File: src/homing_pkg.sv
// constants, register indices and carrier types of the homing sequencer
package homing_pkg;

	// ----------------------------------------------------------------
	// timing
	// ----------------------------------------------------------------
	localparam int CLK_FREQ_HZ         = 200_000_000;
	localparam int TIMEOUT_UNIT_MS     = 10;
	localparam int TIMEOUT_UNIT_CYCLES = (CLK_FREQ_HZ / 1000) * TIMEOUT_UNIT_MS;

	// ----------------------------------------------------------------
	// register indices (byte address is four times the index)
	// ----------------------------------------------------------------
	localparam logic [15:0] IDX_CONTROL      = 16'h6040;
	localparam logic [15:0] IDX_STATUS       = 16'h6041;
	localparam logic [15:0] IDX_POS_FEEDBACK = 16'h6064;
	localparam logic [15:0] IDX_HOME_OFFSET  = 16'h607C;
	localparam logic [15:0] IDX_HOMING_MODE  = 16'h6098;
	localparam logic [15:0] IDX_CALC_SELECT  = 16'h60E6;
	localparam logic [15:0] IDX_TIMEOUT      = 16'h2013;
	localparam logic [15:0] IDX_HIGH_SPEED   = 16'h6200;
	localparam logic [15:0] IDX_LOW_SPEED    = 16'h6201;
	localparam logic [15:0] IDX_IRQ_STATUS   = 16'h6300;
	localparam logic [15:0] IDX_IRQ_MASK     = 16'h6301;

	// ----------------------------------------------------------------
	// field positions
	// ----------------------------------------------------------------
	localparam int CTRL_START_BIT   = 4;
	localparam int STAT_SUCCESS_BIT = 12;
	localparam int STAT_ERROR_BIT   = 13;
	localparam int STAT_TIMEOUT_BIT = 14;
	localparam int IRQ_DONE_BIT     = 0;
	localparam int IRQ_ERROR_BIT    = 1;
	localparam int IRQ_TIMEOUT_BIT  = 2;
	localparam int IRQ_WIDTH        = 3;

	// ----------------------------------------------------------------
	// reset values and codes
	// ----------------------------------------------------------------
	localparam logic [15:0] CONTROL_RESET     = 16'h0000;
	localparam logic [7:0]  CALC_SELECT_RESET = 8'h00;
	localparam logic [7:0]  HOMING_MODE_RESET = 8'h08;
	localparam logic [15:0] TIMEOUT_RESET     = 16'h0064;
	localparam logic [31:0] SPEED_RESET       = 32'h0000_0000;
	localparam logic [31:0] OFFSET_RESET      = 32'h0000_0000;
	localparam logic [7:0]  CALC_WITH_FEEDBACK = 8'h01;
	localparam logic [7:0]  METHOD_REV_FIRST   = 8'h08;
	localparam logic [7:0]  METHOD_FWD_FIRST   = 8'h09;

	// ----------------------------------------------------------------
	// types
	// ----------------------------------------------------------------
	typedef enum logic [2:0] {
		ST_IDLE        = 3'b000,
		ST_FAST        = 3'b001,
		ST_SLOW_FIRST  = 3'b010,
		ST_SLOW_SECOND = 3'b011,
		ST_WAIT_INDEX  = 3'b100,
		ST_LOAD        = 3'b101,
		ST_DONE        = 3'b110,
		ST_FAULT       = 3'b111
	} home_state_t;

	// sensor inputs, origin switch on the top bit
	typedef struct packed {
		logic origin;
		logic fwd_limit;
		logic index;
	} sense_t;

	// motion command toward the drive
	typedef struct packed {
		logic        run;
		logic        fwd;
		logic [31:0] speed;
	} motion_t;

endpackage

File: src/edge_detect.sv
// rising and falling edge detector for a group of synchronous levels
`timescale 1ns/1ps
module edge_detect #(
	parameter int WIDTH = 3
) (
	// clock and reset
	input  wire logic             mclk,
	input  wire logic             resetn,
	// levels and edges
	input  wire logic [WIDTH-1:0] level,
	output logic      [WIDTH-1:0] rise,
	output logic      [WIDTH-1:0] fall
);

	logic [WIDTH-1:0] prev;

	// previous sample of each level
	always_ff @(posedge mclk) begin
		if (!resetn) begin
			prev <= level; // no false edge when a level idles high
		end else begin
			prev <= level;
		end
	end

	// one edge per bit
	genvar g;
	generate
		for (g = 0; g < WIDTH; g++) begin : g_bit
			assign rise[g] = level[g] & ~prev[g];
			assign fall[g] = ~level[g] & prev[g];
		end
	endgenerate

endmodule

File: src/timeout_timer.sv
// homing time limit counter in units of ten milliseconds
`timescale 1ns/1ps
module timeout_timer
	import homing_pkg::*;
#(
	parameter int UNIT_CYCLES = TIMEOUT_UNIT_CYCLES
) (
	// clock and reset
	input  wire logic        mclk,
	input  wire logic        resetn,
	// control
	input  wire logic        run,
	input  wire logic [15:0] limit,
	// one-cycle pulse when the limit is reached
	output logic             expired
);

	logic [31:0] prescale;
	logic [15:0] units;
	logic        fired;

	// unit prescaler and unit counter, cleared whenever not running
	always_ff @(posedge mclk) begin
		if (!resetn || !run) begin
			prescale <= 32'h0000_0000;
			units    <= 16'h0000;
		end else if (prescale == 32'(UNIT_CYCLES - 1)) begin
			prescale <= 32'h0000_0000;
			if (units != 16'hFFFF) begin
				units <= units + 16'h0001;
			end
		end else begin
			prescale <= prescale + 32'h0000_0001;
		end
	end

	// single warning pulse per run, a zero limit disables it
	always_ff @(posedge mclk) begin
		if (!resetn || !run) begin
			fired   <= 1'b0;
			expired <= 1'b0;
		end else if (!fired && limit != 16'h0000 && units == limit) begin
			fired   <= 1'b1;
			expired <= 1'b1;
		end else begin
			expired <= 1'b0;
		end
	end

endmodule

File: src/homing_sequencer.sv
// homing sequencer with its ahb-lite register file
//
// Overview of operation
// - homing end takes present position as origin
// - calc setting 0 loads feedback with offset
// - calc setting 1 adds offset to feedback
// - high speed and low speed from registers
// - fast toward deceleration point, then slow origin
// - start conditions select the action variant
// - method 8 switch off: fast, rev, fwd, index
// - method 8 switch on: rev slow, fwd, index
// - method 8 limit first: reverse fast, then slow
// - method 9: fast forward, slow forward at edge
// - status bit 12 success, bit 13 error
// - time limit in 10 ms units raises warning
`timescale 1ns/1ps
module homing_sequencer
	import homing_pkg::*;
#(
	parameter int UNIT_CYCLES = TIMEOUT_UNIT_CYCLES
) (
	// clock and reset
	input  wire logic        mclk,
	input  wire logic        resetn,
	// ahb-lite slave
	input  wire logic        hsel,
	input  wire logic [31:0] haddr,
	input  wire logic [1:0]  htrans,
	input  wire logic        hwrite,
	input  wire logic [2:0]  hsize,
	input  wire logic [31:0] hwdata,
	input  wire logic        hready,
	output logic             hreadyout,
	output logic             hresp,
	output logic      [31:0] hrdata,
	// axis sensors and position
	input  wire sense_t      sense,
	input  wire logic [31:0] pos_in,
	// drive command
	output motion_t          motion,
	// interrupt
	output logic             irq
);

	// ----------------------------------------------------------------
	// declarations
	// ----------------------------------------------------------------
	logic [15:0]          control_word;
	logic [7:0]           calc_select;
	logic [7:0]           homing_mode;
	logic [31:0]          home_offset_value;
	logic [31:0]          high_search_speed;
	logic [31:0]          low_search_speed;
	logic [15:0]          timeout_limit;
	logic [IRQ_WIDTH-1:0] irq_status;
	logic [IRQ_WIDTH-1:0] irq_mask;
	logic [31:0]          pos_feedback;
	logic [31:0]          origin_pos;
	logic [31:0]          pos_base;
	logic                 succeeded;
	logic                 failed;
	logic                 timed_out;
	home_state_t          state;
	logic [7:0]           active_mode;
	logic                 fast_fwd;
	logic                 start_prev;
	logic                 dphase_write;
	logic [15:0]          dphase_index;
	logic [2:0]           rise_v;
	logic [2:0]           fall_v;
	logic                 timer_expired;
	logic                 access;
	logic [15:0]          addr_index;
	logic                 start_req;
	logic                 stop_req;
	logic                 running;
	logic                 slow_first_fwd;
	logic                 enter_fault;
	logic [IRQ_WIDTH-1:0] irq_events;
	logic [IRQ_WIDTH-1:0] next_irq_status;

	// ----------------------------------------------------------------
	// helpers
	// ----------------------------------------------------------------
	// true for a homing method this sequencer can run
	function automatic logic method_known(input logic [7:0] m);
		return (m == METHOD_REV_FIRST) || (m == METHOD_FWD_FIRST);
	endfunction

	// edges of origin switch, forward limit and index pulse
	edge_detect #(
		.WIDTH(3)
	) u_edges (
		.mclk  (mclk),
		.resetn(resetn),
		.level (sense),
		.rise  (rise_v),
		.fall  (fall_v)
	);

	// homing time limit
	timeout_timer #(
		.UNIT_CYCLES(UNIT_CYCLES)
	) u_timer (
		.mclk   (mclk),
		.resetn (resetn),
		.run    (running),
		.limit  (timeout_limit),
		.expired(timer_expired)
	);

	// ----------------------------------------------------------------
	// bus decode
	// ----------------------------------------------------------------
	// accepted address phase and its register index
	assign access     = hsel && hready && htrans[1];
	assign addr_index = haddr[17:2];

	// start and stop from the start bit of the control word
	assign start_req = control_word[CTRL_START_BIT] && !start_prev;
	assign stop_req  = !control_word[CTRL_START_BIT] && start_prev;

	// sequencer is moving the axis
	assign running = (state == ST_FAST) || (state == ST_SLOW_FIRST) ||
	                 (state == ST_SLOW_SECOND) || (state == ST_WAIT_INDEX);

	// first slow leg is reverse for method 8, forward for method 9
	assign slow_first_fwd = (active_mode == METHOD_FWD_FIRST);

	// conditions that end a run with an error
	assign enter_fault = (state inside {ST_IDLE, ST_DONE, ST_FAULT} && start_req && !method_known(homing_mode)) ||
	                     (state == ST_FAST && rise_v[1] && !fast_fwd && !rise_v[2] && !stop_req) ||
	                     ((state == ST_SLOW_FIRST || state == ST_SLOW_SECOND) && rise_v[1] && !stop_req);

	// sticky events, set wins over a read clear
	assign irq_events[IRQ_DONE_BIT]    = (state == ST_LOAD) && !stop_req;
	assign irq_events[IRQ_ERROR_BIT]   = enter_fault;
	assign irq_events[IRQ_TIMEOUT_BIT] = timer_expired;
	assign next_irq_status = ((access && !hwrite && addr_index == IDX_IRQ_STATUS) ? '0 : irq_status) | irq_events;

	// ----------------------------------------------------------------
	// ahb-lite slave
	// ----------------------------------------------------------------
	// zero wait state, always okay
	always_ff @(posedge mclk) begin
		if (!resetn) begin
			hreadyout <= 1'b0;
			hresp     <= 1'b0;
		end else begin
			hreadyout <= 1'b1;
			hresp     <= 1'b0;
		end
	end

	// address phase capture for the write data phase
	always_ff @(posedge mclk) begin
		if (!resetn) begin
			dphase_write <= 1'b0;
			dphase_index <= 16'h0000;
		end else if (hready) begin
			dphase_write <= access && hwrite;
			dphase_index <= addr_index;
		end
	end

	// read data registered for the data phase, unmapped reads zero
	always_ff @(posedge mclk) begin
		if (!resetn) begin
			hrdata <= 32'h0000_0000;
		end else if (access && !hwrite) begin
			unique case (addr_index)
				IDX_CONTROL:      hrdata <= {16'h0000, control_word};
				IDX_STATUS:       hrdata <= {16'h0000, 1'b0, timed_out, failed, succeeded, 12'h000};
				IDX_POS_FEEDBACK: hrdata <= pos_feedback;
				IDX_HOME_OFFSET:  hrdata <= home_offset_value;
				IDX_HOMING_MODE:  hrdata <= {24'h00_0000, homing_mode};
				IDX_CALC_SELECT:  hrdata <= {24'h00_0000, calc_select};
				IDX_TIMEOUT:      hrdata <= {16'h0000, timeout_limit};
				IDX_HIGH_SPEED:   hrdata <= high_search_speed;
				IDX_LOW_SPEED:    hrdata <= low_search_speed;
				IDX_IRQ_STATUS:   hrdata <= {29'h0000_0000, irq_status};
				IDX_IRQ_MASK:     hrdata <= {29'h0000_0000, irq_mask};
				default:          hrdata <= 32'h0000_0000;
			endcase
		end
	end

	// writable registers, written in the data phase
	always_ff @(posedge mclk) begin
		if (!resetn) begin
			control_word      <= CONTROL_RESET;
			calc_select       <= CALC_SELECT_RESET;
			homing_mode       <= HOMING_MODE_RESET;
			home_offset_value <= OFFSET_RESET;
			high_search_speed <= SPEED_RESET;
			low_search_speed  <= SPEED_RESET;
			timeout_limit     <= TIMEOUT_RESET;
			irq_mask          <= '0;
		end else if (dphase_write) begin
			unique case (dphase_index)
				IDX_CONTROL:     control_word      <= hwdata[15:0];
				IDX_CALC_SELECT: calc_select       <= hwdata[7:0];
				IDX_HOMING_MODE: homing_mode       <= hwdata[7:0];
				IDX_HOME_OFFSET: home_offset_value <= hwdata;
				IDX_HIGH_SPEED:  high_search_speed <= hwdata;
				IDX_LOW_SPEED:   low_search_speed  <= hwdata;
				IDX_TIMEOUT:     timeout_limit     <= hwdata[15:0];
				IDX_IRQ_MASK:    irq_mask          <= hwdata[IRQ_WIDTH-1:0];
				default:         ;
			endcase
		end
	end

	// ----------------------------------------------------------------
	// homing sequencer
	// ----------------------------------------------------------------
	// start bit history for edge detection
	always_ff @(posedge mclk) begin
		if (!resetn) begin
			start_prev <= 1'b0;
		end else begin
			start_prev <= control_word[CTRL_START_BIT];
		end
	end

	// leg sequencing on switch, limit and index edges
	always_ff @(posedge mclk) begin
		if (!resetn) begin
			state       <= ST_IDLE;
			active_mode <= HOMING_MODE_RESET;
			fast_fwd    <= 1'b1;
		end else if (stop_req) begin
			state <= ST_IDLE;
		end else if (enter_fault) begin
			state <= ST_FAULT;
		end else begin
			unique case (state)
				ST_IDLE, ST_DONE, ST_FAULT: begin
					if (start_req) begin
						active_mode <= homing_mode;
						fast_fwd    <= 1'b1;
						// switch already on skips the fast leg
						state <= sense.origin ? ST_SLOW_FIRST : ST_FAST;
					end
				end
				ST_FAST: begin
					if (rise_v[2]) begin
						state <= ST_SLOW_FIRST;
					end else if (rise_v[1]) begin
						fast_fwd <= 1'b0;
					end
				end
				ST_SLOW_FIRST: begin
					if (fall_v[2]) begin
						state <= ST_SLOW_SECOND;
					end
				end
				ST_SLOW_SECOND: begin
					if (rise_v[2]) begin
						state <= ST_WAIT_INDEX;
					end
				end
				ST_WAIT_INDEX: begin
					if (rise_v[0]) begin
						state <= ST_LOAD;
					end
				end
				ST_LOAD: begin
					state <= ST_DONE;
				end
			endcase
		end
	end

	// speed and direction for each leg
	always_ff @(posedge mclk) begin
		if (!resetn) begin
			motion <= '0;
		end else begin
			unique case (state)
				ST_FAST: begin
					motion.run   <= 1'b1;
					motion.fwd   <= fast_fwd;
					motion.speed <= high_search_speed;
				end
				ST_SLOW_FIRST: begin
					motion.run   <= 1'b1;
					motion.fwd   <= slow_first_fwd;
					motion.speed <= low_search_speed;
				end
				ST_SLOW_SECOND, ST_WAIT_INDEX: begin
					motion.run   <= 1'b1;
					motion.fwd   <= !slow_first_fwd;
					motion.speed <= low_search_speed;
				end
				ST_IDLE, ST_LOAD, ST_DONE, ST_FAULT: begin
					motion <= '0;
				end
			endcase
		end
	end

	// result flags, cleared on each new start
	always_ff @(posedge mclk) begin
		if (!resetn) begin
			succeeded <= 1'b0;
			failed    <= 1'b0;
			timed_out <= 1'b0;
		end else begin
			if (state == ST_LOAD && !stop_req) begin
				succeeded <= 1'b1;
			end else if (start_req && !running) begin
				succeeded <= 1'b0;
			end
			if (enter_fault) begin
				failed <= 1'b1;
			end else if (start_req && !running) begin
				failed <= 1'b0;
			end
			if (timer_expired) begin
				timed_out <= 1'b1;
			end else if (start_req && !running) begin
				timed_out <= 1'b0;
			end
		end
	end

	// ----------------------------------------------------------------
	// position feedback
	// ----------------------------------------------------------------
	// feedback follows motor travel from the latched origin
	always_ff @(posedge mclk) begin
		if (!resetn) begin
			origin_pos   <= 32'h0000_0000;
			pos_base     <= 32'h0000_0000;
			pos_feedback <= 32'h0000_0000;
		end else begin
			pos_feedback <= pos_base + (pos_in - origin_pos);
			if (state == ST_LOAD && !stop_req) begin
				origin_pos <= pos_in;
				if (calc_select == CALC_WITH_FEEDBACK) begin
					pos_base <= pos_feedback + home_offset_value;
				end else begin
					pos_base <= home_offset_value;
				end
			end
		end
	end

	// ----------------------------------------------------------------
	// interrupts
	// ----------------------------------------------------------------
	// sticky status and masked level output
	always_ff @(posedge mclk) begin
		if (!resetn) begin
			irq_status <= '0;
			irq        <= 1'b0;
		end else begin
			irq_status <= next_irq_status;
			irq        <= |(next_irq_status & irq_mask);
		end
	end

endmodule

File: config.mk
export PLATFORM = sky130hd
export DESIGN_NAME = homing_sequencer
export DESIGN_NICKNAME = d
export VERILOG_FILES = /design/src/homing_pkg.sv /design/src/edge_detect.sv /design/src/timeout_timer.sv /design/src/homing_sequencer.sv
export SDC_FILE = /design/constraint.sdc
export NUM_CORES = 1
export LEC_CHECK = 0
export BUFFER_PORTS_ARGS = -buffer_cell sky130_fd_sc_hd__clkbuf_2
export CAP_MARGIN = 20
export CORE_MARGIN = 3
export CORE_UTILIZATION = 30
export CTS_CLUSTER_SIZE = 24
export DETAILED_ROUTE_END_ITERATION = 8
export HOLD_SLACK_MARGIN = 0.1
export PLACE_DENSITY = 0.44
export RECOVER_POWER = 50
export SLEW_MARGIN = 20
export SYNTH_ARGS = -nofsm -noshare
export SYNTH_HDL_FRONTEND = slang
export SYNTH_SLANG_ARGS = --single-unit
File: constraint.sdc
create_clock -name mclk -period 4.4 [get_ports mclk]
set_input_delay 0.88 -clock mclk [delete_from_list [all_inputs] [get_ports mclk]]
set_output_delay 0.88 -clock mclk [all_outputs]
set_load 0.005 [all_outputs]
## Word-level counts from Yosys, hierarchy flattened

Cells that the tools add are included.

| storage, ports and cells | value |
|---|---|
| input port bits | 109 |
| output and inout port bits | 69 |
| flip-flop bits (word level) | 400 |
| logic and storage cells | 176 |

| operators by class | value |
|---|---|
| muxes and demuxes | 22 |
| $add $sub $neg | 5 |
| eq/ne operators | 41 |
| bitwise logic cells | 13 |
| reduce and logical (&&, ||, !) cells | 63 |

Operators with widths:

| operator | count |
|---|---|
| $pmux W32 S11 | 1 |
| $eq A16 B15 Y1 const B | 17 |
| $pmux W34 S4 | 1 |
| $add A32 B32 Y32 | 2 |
| $add A32 B1 Y32 const B | 1 |
| $eq A16 B14 Y1 const B | 2 |
| $eq A32 B21 Y1 const B | 1 |
| $mux W32 | 1 |
| $sub A32 B32 Y32 | 1 |
| $eq A8 B4 Y1 const B | 3 |
| $mux W3 | 7 |
| $logic_and A1 B1 Y1 | 19 |
| $pmux W3 S6 | 1 |
| $reduce_and A2 Y1 | 9 |
| $add A16 B1 Y16 const B | 1 |
| $eq A16 B16 Y1 | 1 |
| $ne A16 B16 Y1 const B | 1 |
| $reduce_bool A16 Y1 | 1 |
| $ne A3 B3 Y1 const B | 5 |
| $eq A3 B3 Y1 const B | 4 |
| $logic_not A1 Y1 | 11 |
| $mux W1 | 9 |
| $eq A8 B1 Y1 const B | 1 |
| $logic_or A1 B1 Y1 | 8 |
| 18 further kinds | 36 |

## Longest topological paths before layout

Gate-level depths: netlist (run 1).

| logic depth | value |
|---|---|
| depth after elaboration | 11 |
| mapped depth | 14 |

## Cells and area by module

A second synthesis (run 1) with hierarchy kept.

| second synthesis, totals | value |
|---|---|
| cells, all modules | 2475 |
| area total of the unflattened synthesis | 20141.8 um^2 |

By module, submodules not included:

| module | cells an instance | sequential area each (um^2) | times used | area each (um^2) |
|---|---|---|---|---|
| homing_sequencer | 2155 | 6946.7 | 1 | 17474.3 |
| timeout_timer | 311 | 1001.0 | 1 | 2570.0 |
| edge_detect | 9 | 60.1 | 1 | 97.6 |

## Least setup slack after synthesis (run 1)

No wires, ideal clock.

| timing path | value |
|---|---|
| path type | input-to-reg |
| start point | in pos_in[22] |
| end point | reg pos_feedback[31] |
| library setup time | 0.128 ns |
| path buffers | 0 |
| stages on the path | 12 |
| arrival time | 3.402 ns |
| slack | 0.870 ns |
| cells stage by stage | inv_1 fa_1 inv_1 ha_1 a21o_1 or2_2 or3_1 o211a_1 a311oi_1 a21oi_1 xnor2_1 nor2_1 |

| between the ends | value |
|---|---|
| longest elaborated chain between the ends | 2 |

Ends and longest elaborated chain:

| item | line | source |
|---|---|---|
| start, declared | homing_sequencer.sv:38 | `input wire logic [31:0] pos_in,` |
| $sub A32 B32 Y32 | homing_sequencer.sv:338 | `pos_feedback <= pos_base + (pos_in - origin_pos);` |
| $add A32 B32 Y32 | homing_sequencer.sv:338 |  |
| end signal, assigned | homing_sequencer.sv:338 |  |
| end, declared | homing_sequencer.sv:57 | `logic [31:0] pos_feedback;` |

No other way between the ends.
A chain may end at the register's enable or synchronous reset.

## Worst setup path after layout (run 1)

| timing path | value |
|---|---|
| start point | in resetn |
| end point | reg motion[16] in the netlist's numbering |

RTL lines:

| item | line | source |
|---|---|---|
| start, declared | homing_sequencer.sv:24 | `input wire logic resetn,` |
| end, declared | homing_sequencer.sv:40 | `output motion_t motion,` |

No word-level cell between the ends.

==> impl_metrics.ini, run 1 <==
[die]
fp.dieW_um = 263
core_um2 = 65000
row_count = 93
die_h_um = 263
die-area_um2 = 69400
io_pins = 178
start_util = 0.306

[placement]
hpwl_um = 46300
place.gp.congestion = 0.874
place_inst = 3329
io_buffer_count = 156
placed_area_um2 = 21600
pre_cts_slack_ns = 0.309

[detailed_routing]
first_iter_violations = 1406
routed_via_density = 5.06
vias = 17296
drc = 0
wirelength_um = 64200
detail-route-antenna-nets = 0
first_pass_iters = 8
wl_per_cell_um = 18.8

[cts]
insertion_delay_ns = 0.61
clk_pin_slew_ns = 0.06
cts_tree = done
cts.sinks = 400
cts-hold-fix-buffers = 0
cts_resized = 0
clockBufferDepth = 3
cts_made_buffers = 48
postCtsSetupRepairBufs = 0
cts_root_buf = clkbuf_16
h-tree-depth = 2

[hold_path]
hold_class = in2reg
holdPathEnd = u_edges.prev[0]
hp-start = sense[0]
hold_path_depth = 1

[critical_path]
cp_slowest_cell = inv_1
worstSetupPathDepth = 4
required_ns = 4.84
worstSetupEndpointType = flop
startpoint_type = input pin
worst_ep_arrival_time_ns = 4.06
ff2ff_setup_slack_ns = 0.92
rr_endpoint = pos_base[27]
r2r-start = home_offset_value[1]
critPathBufInv = 3
cp_cell_sequence = clkbuf_1 > inv_1 > buf_4 > nor2_1
worstSetupPathType = in2reg
r2r_cells = 10
slowest_delay_ns = 1.92
critPathMaxFanout = 73
critical_path.top_delay_family = buffers and inverters

[cells_and_area]
utilization = 0.357
nets = 2730
area_delta_synth_final_pct = 16.7
n_fill_cell = 6828
drive_gt1_frac = 0.0999
finalInstanceArea_um2 = 23200
finalNonFillerCells = 3419

[sta]
maxSlewHeadroom = -0.760
setup_violations = 0
rsz0062_at_grt = false
slew_viol_final = 72
hold_viol = 0
period_share = 0.823
setup_ws_ns = 0.780
tightest_slew_ns = 2.64
finalCriticalPeriod_ns = 3.62
max_freq_mhz = 276
fin_skew_ns = 0.0296
final.setup.tns_ns = 0

[outcome]
violations = capacitance limit, slew limit
status = finished with violations

[synthesis]
ys_types = 73
ys_seq_elements = 400
syn-num-nets = 2619
yosysSeqAreaShare = 0.403
synth_edf_count = 0
synth-main-ff-cell = dfxtp_1
syn_avg_cell_area_um2 = 8.24
synthesis.instances = 2413
yosysWarnings = 0
async_flop_share = 0
netlist_area_um2 = 19900

[power_and_ir_drop]
vdd_ir_drop_max_mv = 0.341
p_leak_nw = 8.82
powerDensity_nw_per_um2 = 371
pwr-share-clk = 0.493
switching_share = 0.247
comb_power_share = 0.073
power_frac_seq = 0.434
netSwitchingPower_w = 0.00213
p_int_w = 0.00649

[global_route]
grt_max_degree = 82
antenna_found_initial = 3
grt_pass1_wl_um = 99700
overflow = 0
grt_pass1_vias = 16696
grt_usage = 0.180

[job]
cap_violations = 1
-- how the worst max path moves through the flow --
stage          slack [ns]               end            startpoint
5_1_grt              0.56        motion[16]                resetn
2_1_floorplan        0.87  pos_feedback[31]            pos_in[22]
4_1_cts              0.90      pos_base[30]  home_offset_value[0]
3_3_place_gp         0.29  pos_feedback[31]             pos_in[1]
3_5_place_dp         0.31  pos_feedback[31]             pos_in[3]
6_report             0.78        motion[16]                resetn
-- flip-flops by register name, indices dropped and copies added, names as in the netlist, 32 cells and up --
name               cells
pos_feedback          32
motion                34
origin_pos            32
u_timer.prescale      32
high_search_speed     32
home_offset_value     32
low_search_speed      32
pos_base              32
hrdata                32
-- cell usage after synthesis, types with 10 or more instances --
library cell	number	share of area
a211oi_1	20	0.0075
a21boi_0	16	0.0060
a21o_1	30	0.011
a21oi_1	224	0.056
a221oi_1	22	0.0097
a222oi_1	27	0.014
a22oi_1	50	0.019
a31oi_1	14	0.0044
and2_1	19	0.0060
and3_1	17	0.0053
clkbuf_1	112	0.021
dfxtp_1	400	0.40
fa_1	32	0.032
ha_1	65	0.041
inv_1	150	0.028
mux2i_1	86	0.043
nand2_1	373	0.070
nand2b_1	20	0.0063
nand3_1	54	0.014
nand4_1	18	0.0057
nor2_1	253	0.048
nor2b_1	22	0.0069
nor3_1	26	0.0065
nor4_1	15	0.0047
o211ai_1	10	0.0038
o21ai_0	83	0.021
o21ai_2	10	0.0044
or3_1	22	0.0069
xnor2_1	51	0.022
xor2_1	48	0.021
-- metrics by stage --
| step | power [W] | hold slack, ns |
|---|---|---|
| detailed placement | 0.00445 | 0.439 |
| finish | 0.00862 | 0.390 |
| global placement | 0.00445 | 0.433 |
| CTS | 0.00875 | 0.351 |
| floorplan | 0.00421 | 0.407 |
| global route | 0.00896 | 0.367 |
-- layer usage --
layer / vias to the layer above / track usage / routed length (µm)
li1: 8582 / - / -
met1: 8185 / 0.265 / 32200
met2: 457 / 0.268 / 26900
met3: 70 / 0.0354 / 4030
met4: 2 / 0.0401 / 1070
met5: - / 0 / 13
-- area by class of cell --
cell class                      count  area (µm²)  share of cell area
Tap cell                          855        1070              0.0461
Inverter                          150         563              0.0243
Clock inverter                     22         305              0.0132
Sequential cell                   400        8010               0.345
Antenna cell                        2        5.00            0.000216
Timing Repair Buffer              189         998              0.0430
Multi-Input combinational cell   1735       10900               0.468
Clock buffer                       66        1390              0.0599
-- power by group through the flow --
stage	sequential, W	clock, W	combinational, W
after global routing	0.00374	0.00451	0.000705
after floorplan	0.00378	0	0.000435
after detailed placement	0.00382	0	0.000626
after CTS	0.00374	0.00438	0.000630
after global placement	0.00382	0	0.000625
final	0.00374	0.00425	0.000628
-- cells in the final DEF, fill, tap and decap left out, types with 28 or more instances in the layout --
master | netlist | final
ha_1 | 65 | 65
xor2_1 | 48 | 48
clkbuf_2 | 0 | 108
mux2i_1 | 86 | 86
buf_4 | 1 | 28
nor2_1 | 253 | 252
clkbuf_1 | 112 | 57
inv_1 | 150 | 150
dfxtp_1 | 400 | 400
nand3_1 | 54 | 53
fa_1 | 32 | 32
a22oi_1 | 50 | 50
nand2_1 | 373 | 371
o21ai_0 | 83 | 83
a21o_1 | 30 | 30
clkbuf_16 | 0 | 49
xnor2_1 | 51 | 51
a21oi_1 | 224 | 224
-- logic make-up (layout without fill, tap and decap cells) --
group,Yosys count,after routing,synth area share
xor+xnor,99,99,0.0436
other cells,1,3,0.000189
compound gates,573,573,0.186
mux,86,86,0.0433
buf+inv,278,427,0.0537
fa+ha+maj,97,97,0.0731
simple gates,879,879,0.198
flops,400,400,0.403
Power figures use the tool's default switching activity.
==> inputs of run 2 (changes only) <==
--- a/config.mk
+++ b/config.mk
@@ -5,6 +5,7 @@
 export SDC_FILE = /design/constraint.sdc
 export NUM_CORES = 1
 export LEC_CHECK = 0
+export ABC_AREA = 1
 export BUFFER_PORTS_ARGS = -buffer_cell sky130_fd_sc_hd__clkbuf_2
 export CAP_MARGIN = 20
 export CORE_MARGIN = 3
==> constraint.sdc (replaced) <==
create_clock -name mclk -period 3.49 [get_ports mclk]
set_input_delay 0.698 -clock mclk [delete_from_list [all_inputs] [get_ports mclk]]
set_output_delay 0.698 -clock mclk [all_outputs]
set_load 0.005 [all_outputs]
==> run 2 against run 1 <==
Net effect:
- the run still ends with capacitance limit, slew limit left
- critical path type unchanged
- sequential power rose by 36%
- critical path depth did not move
- core utilization fell by 0.66 points
- routed wire length rose by 15%
- final cell count rose by 27%
- combinational power rose to 4.2 times the previous value
- clock skew fell by 0.0025 ns
- critical endpoint is now motion[0]
- power rose by 51%
- via count rose by 19%
- highest routed layer is now met4
- setup slack got worse by 0.23 ns
==> impl_metrics.ini, run 2 <==
[sta]
hold_viol = 0
slew_viol_final = 291
setup_ws_ns = 0.554
fin_hold_ws_ns = 0.210
fin_skew_ns = 0.0271
period_share = 0.841
finalCriticalPeriod_ns = 2.94
maxSlewHeadroom = -0.730
final.setup.tns_ns = 0
rsz0062_at_grt = false
tightest_slew_ns = 2.60
setup_violations = 0
max_freq_mhz = 341

[synthesis]
yosysWarnings = 0
yosysSeqAreaShare = 0.364
syn_avg_cell_area_um2 = 6.78
synth.most_common_cell = nand2_1
synthesis.instances = 3245
netlist_area_um2 = 22000
yosys-top-cells-count = nand2_1, inv_1, dfxtp_1, a21oi_1, nor2_1
ys_types = 57
netlist.top_cell.by_area = dfxtp_1
synth_edf_count = 0
yosysTopAreaCellShare = 0.364
syn-num-nets = 3451
ys_seq_elements = 400
synth-main-ff-cell = dfxtp_1
synth.area.top_cells = dfxtp_1, nand2_1, inv_1
async_flop_share = 0

[placement]
io_buffer_count = 156
hpwl_um = 55700
place.gp.congestion = 0.879
pre_cts_slack_ns = 0.226
placed_area_um2 = 23700

[cts]
cts_resized = 0
cts-hold-fix-buffers = 0
postCtsSetupRepairBufs = 0
insertion_delay_ns = 0.61
cts.sinks = 400
cts_root_buf = clkbuf_16
cts_made_buffers = 48
cts_tree = done
clk_pin_slew_ns = 0.06
clockBufferDepth = 3
h-tree-depth = 2

[global_route]
grt_max_degree = 177
antenna_found_initial = 2
grt_pass1_vias = 19662
overflow = 0
grt_pass1_wl_um = 115000
grt_usage = 0.187

[power_and_ir_drop]
powerDensity_nw_per_um2 = 515
switching_share = 0.323
netSwitchingPower_w = 0.00420
power_frac_seq = 0.390
vdd_ir_drop_max_mv = 0.346
p_int_w = 0.00880
pwr-share-clk = 0.409
comb_power_share = 0.201
p_leak_nw = 10.6

[cells_and_area]
area_delta_synth_final_pct = 14.7
drive_gt1_frac = 0.0785
largest_reg_flops = 34
finalInstanceArea_um2 = 25300
nets = 3558
final_common_cell = nand2_1
regMostFlops = motion
n_fill_cell = 7951
layout_common_cells = nand2_1, inv_1, dfxtp_1

[critical_path]
worstSetupEndpointType = flop
required_ns = 3.79
worst_ep_arrival_time_ns = 3.24
worstSetupPathType = in2reg
startpoint_type = input pin
critPathMaxFanout = 48

[outcome]
violations = capacitance limit, slew limit
status = finished with violations

[detailed_routing]
detail-route-antenna-nets = 0
first_iter_violations = 1406
wirelength_um = 73700
drc = 0
wl_per_cell_um = 17.0
first_pass_iters = 5
vias = 20622
routed_via_density = 4.75

[die]
row_count = 98
core_um2 = 72100
die-area_um2 = 76700
die_h_um = 277
io_pins = 178
start_util = 0.305
fp.dieW_um = 277

[job]
cap_violations = 3

[hold_path]
hold_class = in2reg
run 2: power by group through the flow:
stage / registers, W / logic, W / clock network (W)
floorplan: 0.00503 / 0.00189 / 0
global placement: 0.00516 / 0.00266 / 0
detailed placement: 0.00516 / 0.00265 / 0
CTS: 0.00506 / 0.00266 / 0.00549
global route: 0.00509 / 0.00298 / 0.00564
finish: 0.00507 / 0.00261 / 0.00532
run 2: cell type report:
class,instances,area (µm²),share of cell area
antenna,1,2.50,0.0000991
clock inverter,17,238,0.00941
multi-input combinational,2191,11400,0.453
clock buffer,70,1460,0.0576
inverter,530,1990,0.0790
tap,950,1190,0.0471
sequential,400,8010,0.317
timing repair buffer,181,930,0.0368
run 2: cells by family after synthesis:
group,synth area share
AO/OA/AOI/OAI,0.182
XOR/XNOR,0.0159
adder cells (fa/ha/maj),0.0660
buffers and inverters,0.117
flip-flops,0.364
other,0.000170
AND/OR/NAND/NOR,0.256
run 2: final timing paths:
| kind | startpoint | end | slack [ns] | cells after the start |
|---|---|---|---|---|
| worst min-delay path | sense[1] | u_edges.prev[1] | 0.21 | 1 |
| worst max register to register | pos_base[2] | pos_feedback[30] | 0.74 | 14 |
| worst min register to register | control_word[4] | start_prev | 0.43 | 2 |
| worst max-delay path | resetn | motion[0] | 0.55 | 4 |
run 2: per-stage QoR:
| stage | power, W | util | instances |
|---|---|---|---|
| finish | 0.0130 | 0.350 | 4340 |
| global route | 0.0137 | 0.350 | 4340 |
| CTS | 0.0132 | 0.352 | 4339 |
| detailed placement | 0.00781 | 0.328 | 4252 |
| global placement | 0.00783 | 0.328 | 4252 |
| floorplan | 0.00691 | - | 3245 |
run 2: per-layer routing:
metal | routed length, µm | GRT usage | vias to the layer above
met3 | 3240 | 0.0247 | 97
met5 | 0 | 0 | -
met2 | 29500 | 0.271 | 444
met1 | 39100 | 0.289 | 9383
met4 | 1930 | 0.0486 | 0
li1 | - | - | 10698
run 2: critical path: stages:
cell and delay, ns:
clkbuf_1 0.20, inv_6 0.13, clkbuf_1 1.84, a21oi_1 0.36
